<file path="config.mk">
export PLATFORM = sky130hd
export DESIGN_NAME = store_word_and_subtract_exec
export DESIGN_NICKNAME = d
export VERILOG_FILES = /design/src/design/store_word_and_subtract_exec.v /design/src/design/sub_adder.v /design/src/design/ea_former.v
export VERILOG_INCLUDE_DIRS = /design/src /design/src/design
export SDC_FILE = /design/constraint.sdc
export NUM_CORES = 1
export LEC_CHECK = 0
export BUFFER_PORTS_ARGS = -buffer_cell sky130_fd_sc_hd__buf_4
export CAP_MARGIN = 20
export CORE_ASPECT_RATIO = 1.75
export CORE_UTILIZATION = 55
export DETAILED_ROUTE_END_ITERATION = 10
export GPL_TIMING_DRIVEN = 0
export PLACE_DENSITY = 0.81
export RECOVER_POWER = 50
export SKIP_CTS_REPAIR_TIMING = 1
export SYNTH_ARGS = -nofsm -noshare
export SYNTH_HDL_FRONTEND = slang
export SYNTH_SLANG_ARGS = --single-unit
</file>
<file path="constraint.sdc">
create_clock -name I_CLK -period 10.3 [get_ports I_CLK]
set_input_delay 2.06 -clock I_CLK [delete_from_list [all_inputs] [get_ports I_CLK]]
set_output_delay 2.06 -clock I_CLK [all_outputs]
set_load 0.005 [all_outputs]
</file>
<file path="src/design/sws_consts.vh">
// constants for the word-store and subtract-from execute block
// assumes instructions arrive with the top bit of the word as instruction bit 0
// Contract
// - byte-reversed store swaps all four source bytes
// - address is index plus base, base zero if field zero
// - conditional store writes and clears reservation when held
// - conditional store without reservation writes nothing
// - conditional store sets condition field: 0,0,stored,sticky
// - only reserving load sets reservation; store clears it
// - no reservation: no storage or debug interrupt
// - data translation miss always raises its interrupt
// - forced alignment: misaligned conditional store raises alignment
// - displacement update store sign-extends sixteen-bit displacement
// - update stores write address to base; base zero invalid
// - plain indexed store writes word, alters no register
// - record bit on plain stores leaves condition field alone
// - subtract-from writes not base plus index plus one
// - record bit updates condition field; overflow bit updates flags
// - carrying subtract sets borrow flag from carry out
// - extended subtract adds borrow flag, updates it
`ifndef SWS_CONSTS_VH
`define SWS_CONSTS_VH

// opcodes
`define OP_PRIMARY_X 6'h1F
`define OP_STORE_WORD_UPD 6'h25
`define XO_STORE_REV 10'h296
`define XO_STORE_COND 10'h096
`define XO_STORE_UPD_X 10'h0B7
`define XO_STORE_X 10'h097
`define XO_SUB_FROM 9'h028
`define XO_SUB_CARRY 9'h008
`define XO_SUB_EXT 9'h088

// register offsets (byte addresses)
`define REG_CORE_CONFIG0 8'h00
`define REG_INT_EXCEPTION 8'h04
`define REG_COND_FIELD 8'h08
`define REG_IRQ_STATUS 8'h0C
`define REG_IRQ_MASK 8'h10
`define REG_RESV_STATE 8'h14

// field positions
`define CFG_FORCE_ALIGN_BIT 8
`define XER_SO_BIT 31
`define XER_OV_BIT 30
`define XER_CA_BIT 29
`define IRQ_STORE_DONE 0
`define IRQ_COND_FAIL 1
`define IRQ_INVALID 2
`define IRQ_EXCEPTION 3
`define IRQ_WIDTH 4

// reset values
`define RST_CORE_CONFIG0 32'h00000000
`define RST_INT_EXCEPTION 32'h00000000
`define RST_COND_FIELD 4'h0
`define RST_IRQ 4'h0

`endif

</file>
<file path="src/design/store_word_and_subtract_exec.v">
// single-cycle execute stage for word stores and subtract-from forms
// assumes issue and exception inputs come from logic on I_CLK, valid
// in the same cycle as the instruction; results appear one cycle later
`timescale 1ns/1ps
`default_nettype none
`include "sws_consts.vh"
module store_word_and_subtract_exec (
    // clock, reset, enable
    input wire I_CLK,
    input wire I_RESET,
    input wire i_CE,
    // instruction issue
    input wire i_INSN_VALID,
    input wire [31:0] i_INSN,
    input wire [31:0] i_BASE_VAL,
    input wire [31:0] i_INDEX_VAL,
    input wire [31:0] i_SRC_VAL,
    // reservation set by the reserving load
    input wire i_RESV_SET,
    // exception conditions from translation and debug
    input wire i_DTLB_MISS,
    input wire i_DSTORAGE_FAULT,
    input wire i_DADDR_CMP_HIT,
    input wire i_DVALUE_HIT,
    // register bus
    input wire [7:0] i_REG_ADDR,
    input wire [31:0] i_REG_WDATA,
    input wire i_REG_WR,
    input wire i_REG_RD,
    output reg [31:0] o_REG_RDATA,
    // data storage path
    output reg o_ST_VALID,
    output reg [31:0] o_ST_ADDR,
    output reg [31:0] o_ST_DATA,
    // register writeback
    output reg o_GPR_WE,
    output reg [4:0] o_GPR_ADDR,
    output reg [31:0] o_GPR_DATA,
    // completion and exceptions
    output reg o_DONE,
    output reg o_INVALID,
    output reg o_EXC_DTLB,
    output reg o_EXC_DSTORAGE,
    output reg o_EXC_ALIGN,
    output reg o_EXC_DEBUG,
    // flags and interrupt
    output reg [3:0] o_COND_FIELD,
    output reg o_RESV,
    output reg o_IRQ
);
    // byte reversal of a full word
    function [31:0] byte_rev;
        input [31:0] w;
        begin
            byte_rev = {w[7:0], w[15:8], w[23:16], w[31:24]};
        end
    endfunction

    // condition field from a signed result: lt, gt, eq, sticky
    function [3:0] cr_from_result;
        input [31:0] r;
        input so;
        begin
            cr_from_result = {r[31], (~r[31]) & (r != 32'h00000000),
                (r == 32'h00000000), so};
        end
    endfunction

    // decoded instruction fields
    wire [5:0] primary;
    wire [4:0] src_field;
    wire [4:0] base_field;
    wire [9:0] xo10;
    wire [8:0] xo9;
    wire oe_bit;
    wire rc_bit;
    assign primary = i_INSN[31:26];
    assign src_field = i_INSN[25:21];
    assign base_field = i_INSN[20:16];
    assign xo10 = i_INSN[10:1];
    assign xo9 = i_INSN[9:1];
    assign oe_bit = i_INSN[10];
    assign rc_bit = i_INSN[0];

    // instruction classes
    wire is_x;
    wire is_st_upd_d;
    wire is_st_rev;
    wire is_st_cond;
    wire is_st_upd_x;
    wire is_st_x;
    wire is_sub;
    wire is_subc;
    wire is_sube;
    wire is_store;
    wire is_subtract;
    wire is_update;
    assign is_x = (primary == `OP_PRIMARY_X);
    assign is_st_upd_d = (primary == `OP_STORE_WORD_UPD);
    assign is_st_rev = is_x && (xo10 == `XO_STORE_REV);
    assign is_st_cond = is_x && (xo10 == `XO_STORE_COND);
    assign is_st_upd_x = is_x && (xo10 == `XO_STORE_UPD_X);
    assign is_st_x = is_x && (xo10 == `XO_STORE_X);
    assign is_sub = is_x && (xo9 == `XO_SUB_FROM);
    assign is_subc = is_x && (xo9 == `XO_SUB_CARRY);
    assign is_sube = is_x && (xo9 == `XO_SUB_EXT);
    assign is_store = is_st_upd_d | is_st_rev | is_st_cond | is_st_upd_x | is_st_x;
    assign is_subtract = is_sub | is_subc | is_sube;
    assign is_update = is_st_upd_d | is_st_upd_x;

    // software-visible state
    reg [31:0] core_config0_r;
    reg [31:0] xer_r;
    reg [3:0] cond_r;
    reg resv_r;
    reg [`IRQ_WIDTH-1:0] irq_status_r;
    reg [`IRQ_WIDTH-1:0] irq_mask_r;

    // effective address
    wire [31:0] ea;
    wire misaligned;
    ea_former u_ea (
        .i_base_field(base_field),
        .i_base_val(i_BASE_VAL),
        .i_index_val(i_INDEX_VAL),
        .i_disp(i_INSN[15:0]),
        .i_use_disp(is_st_upd_d),
        .o_ea(ea),
        .o_misaligned(misaligned)
    );

    // subtract datapath; carry in is one except for the extended form
    wire [31:0] diff;
    wire diff_cout;
    wire diff_ovf;
    wire sub_cin;
    assign sub_cin = is_sube ? xer_r[`XER_CA_BIT] : 1'b1;
    sub_adder #(
        .W(32)
    ) u_sub (
        .i_a(i_BASE_VAL),
        .i_b(i_INDEX_VAL),
        .i_cin(sub_cin),
        .o_sum(diff),
        .o_cout(diff_cout),
        .o_ovf(diff_ovf)
    );

    // exception resolution for stores; translation miss outranks the rest
    reg exc_dtlb;
    reg exc_align;
    reg exc_dsi;
    reg exc_dbg;
    reg invalid;
    reg exc_any;
    always @* begin
        invalid = 1'b0;
        exc_dtlb = 1'b0;
        exc_align = 1'b0;
        exc_dsi = 1'b0;
        exc_dbg = 1'b0;
        if (is_update && (base_field == 5'h00)) begin
            invalid = 1'b1;
        end else if (is_st_cond && !rc_bit) begin
            // the conditional store's record bit is fixed at one
            invalid = 1'b1;
        end else if (is_store) begin
            if (i_DTLB_MISS) begin
                exc_dtlb = 1'b1;
            end else if (core_config0_r[`CFG_FORCE_ALIGN_BIT] && misaligned) begin
                exc_align = 1'b1;
            end else if (!is_st_cond || resv_r) begin
                // a failing conditional store never faults on storage or debug
                exc_dsi = i_DSTORAGE_FAULT;
                exc_dbg = ~i_DSTORAGE_FAULT & (i_DADDR_CMP_HIT | i_DVALUE_HIT);
            end
        end
        exc_any = exc_dtlb | exc_align | exc_dsi | exc_dbg;
    end

    // execute outcome
    wire go;
    wire recog;
    wire store_ok;
    wire cond_exec;
    wire cond_stored;
    assign go = i_CE && i_INSN_VALID;
    assign recog = is_store | is_subtract;
    assign store_ok = go && is_store && !invalid && !exc_any;
    assign cond_exec = store_ok && is_st_cond;
    assign cond_stored = cond_exec && resv_r;

    // register bus decode
    wire wr_cfg;
    wire wr_xer;
    wire wr_status;
    wire wr_mask;
    assign wr_cfg = i_REG_WR && (i_REG_ADDR == `REG_CORE_CONFIG0);
    assign wr_xer = i_REG_WR && (i_REG_ADDR == `REG_INT_EXCEPTION);
    assign wr_status = i_REG_WR && (i_REG_ADDR == `REG_IRQ_STATUS);
    assign wr_mask = i_REG_WR && (i_REG_ADDR == `REG_IRQ_MASK);

    // next flag state; instruction updates override a software write
    reg [31:0] xer_nxt;
    reg [3:0] cond_nxt;
    reg so_new;
    always @* begin
        xer_nxt = wr_xer ? i_REG_WDATA : xer_r;
        cond_nxt = cond_r;
        so_new = xer_nxt[`XER_SO_BIT];
        if (go && is_subtract) begin
            if (oe_bit) begin
                xer_nxt[`XER_OV_BIT] = diff_ovf;
                so_new = xer_nxt[`XER_SO_BIT] | diff_ovf;
                xer_nxt[`XER_SO_BIT] = so_new;
            end
            if (is_subc || is_sube) begin
                xer_nxt[`XER_CA_BIT] = diff_cout;
            end
            if (rc_bit) begin
                cond_nxt = cr_from_result(diff, so_new);
            end
        end
        if (cond_exec) begin
            cond_nxt = {2'b00, cond_stored, xer_r[`XER_SO_BIT]};
        end
    end

    // sticky interrupt events; a new event beats a same-cycle clear
    reg [`IRQ_WIDTH-1:0] irq_evt;
    reg [`IRQ_WIDTH-1:0] irq_status_nxt;
    always @* begin
        irq_evt = {`IRQ_WIDTH{1'b0}};
        irq_evt[`IRQ_STORE_DONE] = store_ok && (!is_st_cond || resv_r);
        irq_evt[`IRQ_COND_FAIL] = cond_exec && !resv_r;
        irq_evt[`IRQ_INVALID] = go && invalid;
        irq_evt[`IRQ_EXCEPTION] = go && exc_any;
        irq_status_nxt = irq_status_r;
        if (wr_status) begin
            irq_status_nxt = irq_status_r & ~i_REG_WDATA[`IRQ_WIDTH-1:0];
        end
        irq_status_nxt = irq_status_nxt | irq_evt;
    end

    // read data multiplexer, unmapped addresses read as zero
    reg [31:0] rdata_nxt;
    always @* begin
        rdata_nxt = 32'h00000000;
        if (i_REG_ADDR == `REG_CORE_CONFIG0) begin
            rdata_nxt = core_config0_r;
        end else if (i_REG_ADDR == `REG_INT_EXCEPTION) begin
            rdata_nxt = xer_r;
        end else if (i_REG_ADDR == `REG_COND_FIELD) begin
            rdata_nxt = {28'h0000000, cond_r};
        end else if (i_REG_ADDR == `REG_IRQ_STATUS) begin
            rdata_nxt = {{(32-`IRQ_WIDTH){1'b0}}, irq_status_r};
        end else if (i_REG_ADDR == `REG_IRQ_MASK) begin
            rdata_nxt = {{(32-`IRQ_WIDTH){1'b0}}, irq_mask_r};
        end else if (i_REG_ADDR == `REG_RESV_STATE) begin
            rdata_nxt = {31'h0, resv_r};
        end
    end

    // reservation: only the reserving load sets it, the store drops it
    // either way; a set in the same cycle wins so the event is not lost
    wire resv_nxt;
    assign resv_nxt = i_RESV_SET ? 1'b1 : (cond_exec ? 1'b0 : resv_r);

    // software-visible registers
    always @(posedge I_CLK or posedge I_RESET) begin
        if (I_RESET) begin
            core_config0_r <= `RST_CORE_CONFIG0;
            xer_r <= `RST_INT_EXCEPTION;
            cond_r <= `RST_COND_FIELD;
            resv_r <= 1'b0;
            irq_status_r <= `RST_IRQ;
            irq_mask_r <= `RST_IRQ;
            o_REG_RDATA <= 32'h00000000;
        end else if (i_CE) begin
            if (wr_cfg) begin
                core_config0_r <= i_REG_WDATA;
            end
            if (wr_mask) begin
                irq_mask_r <= i_REG_WDATA[`IRQ_WIDTH-1:0];
            end
            xer_r <= xer_nxt;
            cond_r <= cond_nxt;
            resv_r <= resv_nxt;
            irq_status_r <= irq_status_nxt;
            o_REG_RDATA <= i_REG_RD ? rdata_nxt : 32'h00000000;
        end
    end

    // storage request: one word per store, no split at this stage
    always @(posedge I_CLK or posedge I_RESET) begin
        if (I_RESET) begin
            o_ST_VALID <= 1'b0;
            o_ST_ADDR <= 32'h00000000;
            o_ST_DATA <= 32'h00000000;
        end else if (i_CE) begin
            o_ST_VALID <= store_ok && (!is_st_cond || resv_r);
            if (store_ok) begin
                o_ST_ADDR <= ea;
                // reversed relative to the page's own ordering, applied later
                o_ST_DATA <= is_st_rev ? byte_rev(i_SRC_VAL) : i_SRC_VAL;
            end
        end
    end

    // register writeback: subtract result or updated base address
    always @(posedge I_CLK or posedge I_RESET) begin
        if (I_RESET) begin
            o_GPR_WE <= 1'b0;
            o_GPR_ADDR <= 5'h00;
            o_GPR_DATA <= 32'h00000000;
        end else if (i_CE) begin
            o_GPR_WE <= 1'b0;
            if (go && is_subtract) begin
                o_GPR_WE <= 1'b1;
                o_GPR_ADDR <= src_field;
                o_GPR_DATA <= diff;
            end else if (store_ok && is_update) begin
                o_GPR_WE <= 1'b1;
                o_GPR_ADDR <= base_field;
                o_GPR_DATA <= ea;
            end
        end
    end

    // completion, exceptions and mirrored flags
    always @(posedge I_CLK or posedge I_RESET) begin
        if (I_RESET) begin
            o_DONE <= 1'b0;
            o_INVALID <= 1'b0;
            o_EXC_DTLB <= 1'b0;
            o_EXC_DSTORAGE <= 1'b0;
            o_EXC_ALIGN <= 1'b0;
            o_EXC_DEBUG <= 1'b0;
            o_COND_FIELD <= `RST_COND_FIELD;
            o_RESV <= 1'b0;
            o_IRQ <= 1'b0;
        end else if (i_CE) begin
            o_DONE <= go && recog && !invalid && !exc_any;
            o_INVALID <= go && (invalid || !recog);
            o_EXC_DTLB <= go && exc_dtlb;
            o_EXC_DSTORAGE <= go && exc_dsi;
            o_EXC_ALIGN <= go && exc_align;
            o_EXC_DEBUG <= go && exc_dbg;
            // plain stores with record bit set leave the field untouched
            o_COND_FIELD <= cond_nxt;
            o_RESV <= resv_nxt;
            o_IRQ <= |(irq_status_nxt & (wr_mask ? i_REG_WDATA[`IRQ_WIDTH-1:0] : irq_mask_r));
        end
    end
endmodule
`default_nettype wire

</file>
<file path="src/design/sub_adder.v">
// carry-propagate three-input adder for the subtract-from family
// assumes purely combinational use inside the execute stage
`timescale 1ns/1ps
`default_nettype none
module sub_adder #(
    parameter W = 32
) (
    // operands
    input wire [W-1:0] i_a,
    input wire [W-1:0] i_b,
    input wire i_cin,
    // results
    output wire [W-1:0] o_sum,
    output wire o_cout,
    output wire o_ovf
);
    wire [W:0] full;
    wire [W-1:0] inv_a;

    // one's complement of the base operand plus index plus carry in
    assign inv_a = ~i_a;
    assign full = {1'b0, inv_a} + {1'b0, i_b} + {{W{1'b0}}, i_cin};
    assign o_sum = full[W-1:0];
    assign o_cout = full[W];
    // signed overflow: both addends agree in sign, result disagrees
    assign o_ovf = (inv_a[W-1] == i_b[W-1]) && (full[W-1] != i_b[W-1]);
endmodule
`default_nettype wire

</file>
<file path="src/design/ea_former.v">
// effective address former shared by all store forms
// assumes operand values are already read from the register file
`timescale 1ns/1ps
`default_nettype none
module ea_former (
    // operands
    input wire [4:0] i_base_field,
    input wire [31:0] i_base_val,
    input wire [31:0] i_index_val,
    input wire [15:0] i_disp,
    input wire i_use_disp,
    // address
    output wire [31:0] o_ea,
    output wire o_misaligned
);
    wire [31:0] base;
    wire [31:0] offs;

    // base of zero when the field names register zero
    assign base = (i_base_field == 5'h00) ? 32'h00000000 : i_base_val;
    // displacement is sign-extended to the full word
    assign offs = i_use_disp ? {{16{i_disp[15]}}, i_disp} : i_index_val;
    assign o_ea = base + offs;
    assign o_misaligned = (o_ea[1:0] != 2'b00);
endmodule
`default_nettype wire

</file>
==> run summary <==
outcome = finished with violations
failing checks = max-capacitance violations, max-slew violations
Core ar. = 24600 µm²
Clock transition at path regs = 0.07 ns
slowest CP cell = clkbuf_2
Synth Cell Area = 13800 µm²
Inst Count DP = 2113
DR WL/cell = 23.5 µm
Post-Layout Cell Count = 2152
worst relative slew slack = -183%
clock skew = 0.0116 ns
measured slew at the worst slew-check pin = 4.22 ns
Sink Count = 219
number of max-cap violations = 2
initial antenna violation count = 0
final worst slack = 3.01 ns
delay-heaviest family, CP = buffers and inverters
num rows = 76
critical path depth = 3
DRC Markers = 0
CTS tree = yes
Worst Setup End Kind = async pin
cts bufs inserted = 22
reg2reg start = xer_r[29]$_DFFE_PP0P_
Antenna Nets Post-Route = 0
Initial Utilization = 56.0%
final wirelength = 50600 µm
cell count of the worst reg-to-reg path = 13
share of layout cells above drive strength 1 = 25.5%
post-synthesis sequential area ratio = 39.8%
DIE WIDTH = 122 µm
vias post-DR = 13400
number of flops mapped to enable cells by yosys = 0
pwr/cell area = 127 nW/µm²
fraction of registers with async set/reset = 100%
Buf/Inv on CP = 3
Synthesized Nets = 1719
Vias/cell = 6.22
Post-Syn Area per Cell = 9.34 µm²
fin util = 70.2%
final slew viol count = 222
worst endpoint required time = 10.22 ns
maximum net fanout on the critical path = 128
DP HPWL = 39500 µm
Worst EP arrival = 7.20 ns
fin crit period = 7.29 ns
RSZ-0062 raised after global routing = false
CP Cell Sequence = clkbuf_4, clkinvlp_2, clkbuf_2
leakage = 8.75 nW
vias in the first global route = 13600
global-route wire length before repair = 75800 µm
CP max stage delay = 2.51 ns
layout overhead on the synthesized area = 25.5%
pre-CTS WS = 2.98 ns
Worst-Skew Late Latency = 0.53 ns
largest net degree at the start of global routing = 129
synth warn = 0
GRT Residual Overflow = 0
Synth Flop Type = dfrtp_1
final hold slack = 0.480 ns
reg2reg end = o_COND_FIELD[1]$_DFFE_PP0P_
final setup fails = 0
TritonRoute pass-1 iters = 5
total global-route track usage = 39.4%
Die Height = 211 µm
ant diodes = 0
clock root cell = clkbuf_16
nets@finish = 2068
Detailed Route Iter0 Violations = 793
Die ar. = 25700 µm²
IO Pins = 326
upper clock frequency limit = 137 MHz
Total Power = 2.20 mW
placer congestion estimate = 0.998
number of port buffers = 324
#FFs+latches synth = 219
post-synth cell types = 86
Cells after Synth = 1476
Final period util = 70.7%
CTS Buffer Depth = 3
Critical path destination = o_ST_ADDR[14]$_DFFE_PP0P_
flop2flop setup slack = 6.31 ns
maximum vdd drop = 0.000102 V
Hold Violations, Final = 0
Hold Path Class = register to register
Crit Path Class = primary input to async pin
H-Tree Depth = 1
CP startpoint kind = primary input
worst setup path start = I_RESET
==> per-stage QoR <==
step                      area (µm²)  TNS, ns
after floorplan                13800        0
after CTS                      17400        0
after global routing           17300        0
after global placement         16600   -45.89
after detailed placement       16600        0
final                          17300        0
==> cell usage after synthesis, drive strengths merged (5+ instances only) <==
cell / number / area [µm²]
mux2: 89 / 1000
a21o: 39 / 293
a22oi: 9 / 67.6
a2111oi: 6 / 65.1
nand4: 12 / 81.3
nor3: 26 / 130
o31ai: 12 / 104
inv: 52 / 195
nor2: 108 / 420
o2bb2ai: 35 / 307
and2: 8 / 52.6
clkbuf: 54 / 203
o21bai: 5 / 37.5
nor4: 11 / 75.1
a21oi: 76 / 388
ha: 62 / 776
nand3: 29 / 145
nand2b: 16 / 100
a211oi: 9 / 67.6
o21ai: 102 / 514
nor2b: 17 / 106
nand2: 193 / 724
and3: 14 / 92.6
xor2: 16 / 140
or3: 8 / 55.1
xnor2: 26 / 228
dfrtp: 219 / 5480
mux2i: 71 / 711
o22ai: 8 / 50.1
buf: 20 / 100
o21a: 18 / 135
a31oi: 18 / 113
o211ai: 5 / 37.5
==> cell usage in the layout, fill, tap and decap left out, types with 5 or more instances in the layout <==
master,instances
buf_4,252
dfrtp_1,219
nand2_1,193
nor2_1,106
mux2_2,89
clkbuf_1,81
a21oi_1,74
mux2i_1,71
ha_1,62
o21ai_1,51
inv_1,51
clkbuf_4,51
o21ai_0,50
a21o_1,39
o2bb2ai_1,35
nand3_1,29
nor3_1,26
xnor2_1,26
clkbuf_16,23
o21a_1,18
a31oi_1,18
nor2b_1,17
nand2b_1,16
xor2_1,16
buf_2,14
and3_1,13
nand4_1,11
o31ai_1,11
nor4_1,10
a211oi_1,9
a22oi_1,9
o22ai_1,8
or3_1,7
and2_1,7
clkbuf_8,6
o211ai_1,5
o21bai_1,5
==> worst min-delay path, delay by kind of cell (launching register included) <==
kind,cells,cell delay [ns]
DFF,1,0.34
and+or+nand+nor,2,0.11
==> sequential cells by signal, indices dropped and copies added, names as in the netlist, 4 cells and up <==
| signal | flops |
|---|---|
| o_REG_RDATA | 32 |
| o_COND_FIELD | 4 |
| irq_status_r | 4 |
| core_config0_r | 32 |
| irq_mask_r | 4 |
| o_ST_ADDR | 32 |
| o_GPR_DATA | 32 |
| xer_r | 32 |
| o_GPR_ADDR | 5 |
| o_ST_DATA | 32 |
==> layout make-up <==
| type | count | area, µm² |
|---|---|---|
| clock buffers | 33 | 673 |
| fillers | 2000 | 7340 |
| flip-flops and latches | 219 | 5480 |
| well taps | 312 | 390 |
| clock inverters | 6 | 92.6 |
| multi-input cells | 1131 | 7810 |
| plain buffers | 74 | 303 |
| repair buffers | 325 | 2350 |
| inverters | 52 | 196 |
==> worst min path at each step <==
stage	start	end	slack (ns)	cells after the start
2_1_floorplan	irq_status_r[3]$_DFFE_PP0P_	irq_status_r[3]$_DFFE_PP0P_	0.46	2
3_3_place_gp	o_GPR_ADDR[1]$_DFFE_PP0P_	o_GPR_ADDR[1]$_DFFE_PP0P_	0.47	2
3_5_place_dp	o_ST_ADDR[11]$_DFFE_PP0P_	o_ST_ADDR[11]$_DFFE_PP0P_	0.47	2
4_1_cts	o_ST_ADDR[11]$_DFFE_PP0P_	o_ST_ADDR[11]$_DFFE_PP0P_	0.48	2
5_1_grt	o_ST_ADDR[11]$_DFFE_PP0P_	o_ST_ADDR[11]$_DFFE_PP0P_	0.50	2
6_report	o_ST_ADDR[11]$_DFFE_PP0P_	o_ST_ADDR[11]$_DFFE_PP0P_	0.48	2
==> power breakdown <==
group	internal (mW)	switching (mW)	leakage, nW
combinational	0.179	0.279	5.34
clock	0.504	0.360	0.369
sequential	0.872	0.00732	3.04
==> kinds of logic (layout without fill, tap and decap cells) <==
logic type | after synthesis | in the layout | synth area share, %
and+or+nand+nor | 468 | 468 | 16.0
AOI/OAI and AO/OA | 397 | 397 | 19.6
DFF | 219 | 219 | 39.8
muxes | 160 | 160 | 12.4
buffers and inverters | 126 | 490 | 3.61
adders and majority gates | 64 | 64 | 5.92
xor gates and xnor gates | 42 | 42 | 2.67
==> routing by layer <==
metal | GRT usage, % | vias up | wire (µm)
met5 | 0 | - | 0
met3 | 5.41 | 216 | 2990
met4 | 33.0 | 0 | 4630
met1 | 39.5 | 6482 | 16900
li1 | - | 6063 | -
met2 | 70.6 | 634 | 26000
No activity file was read; power rests on OpenSTA's default activity.
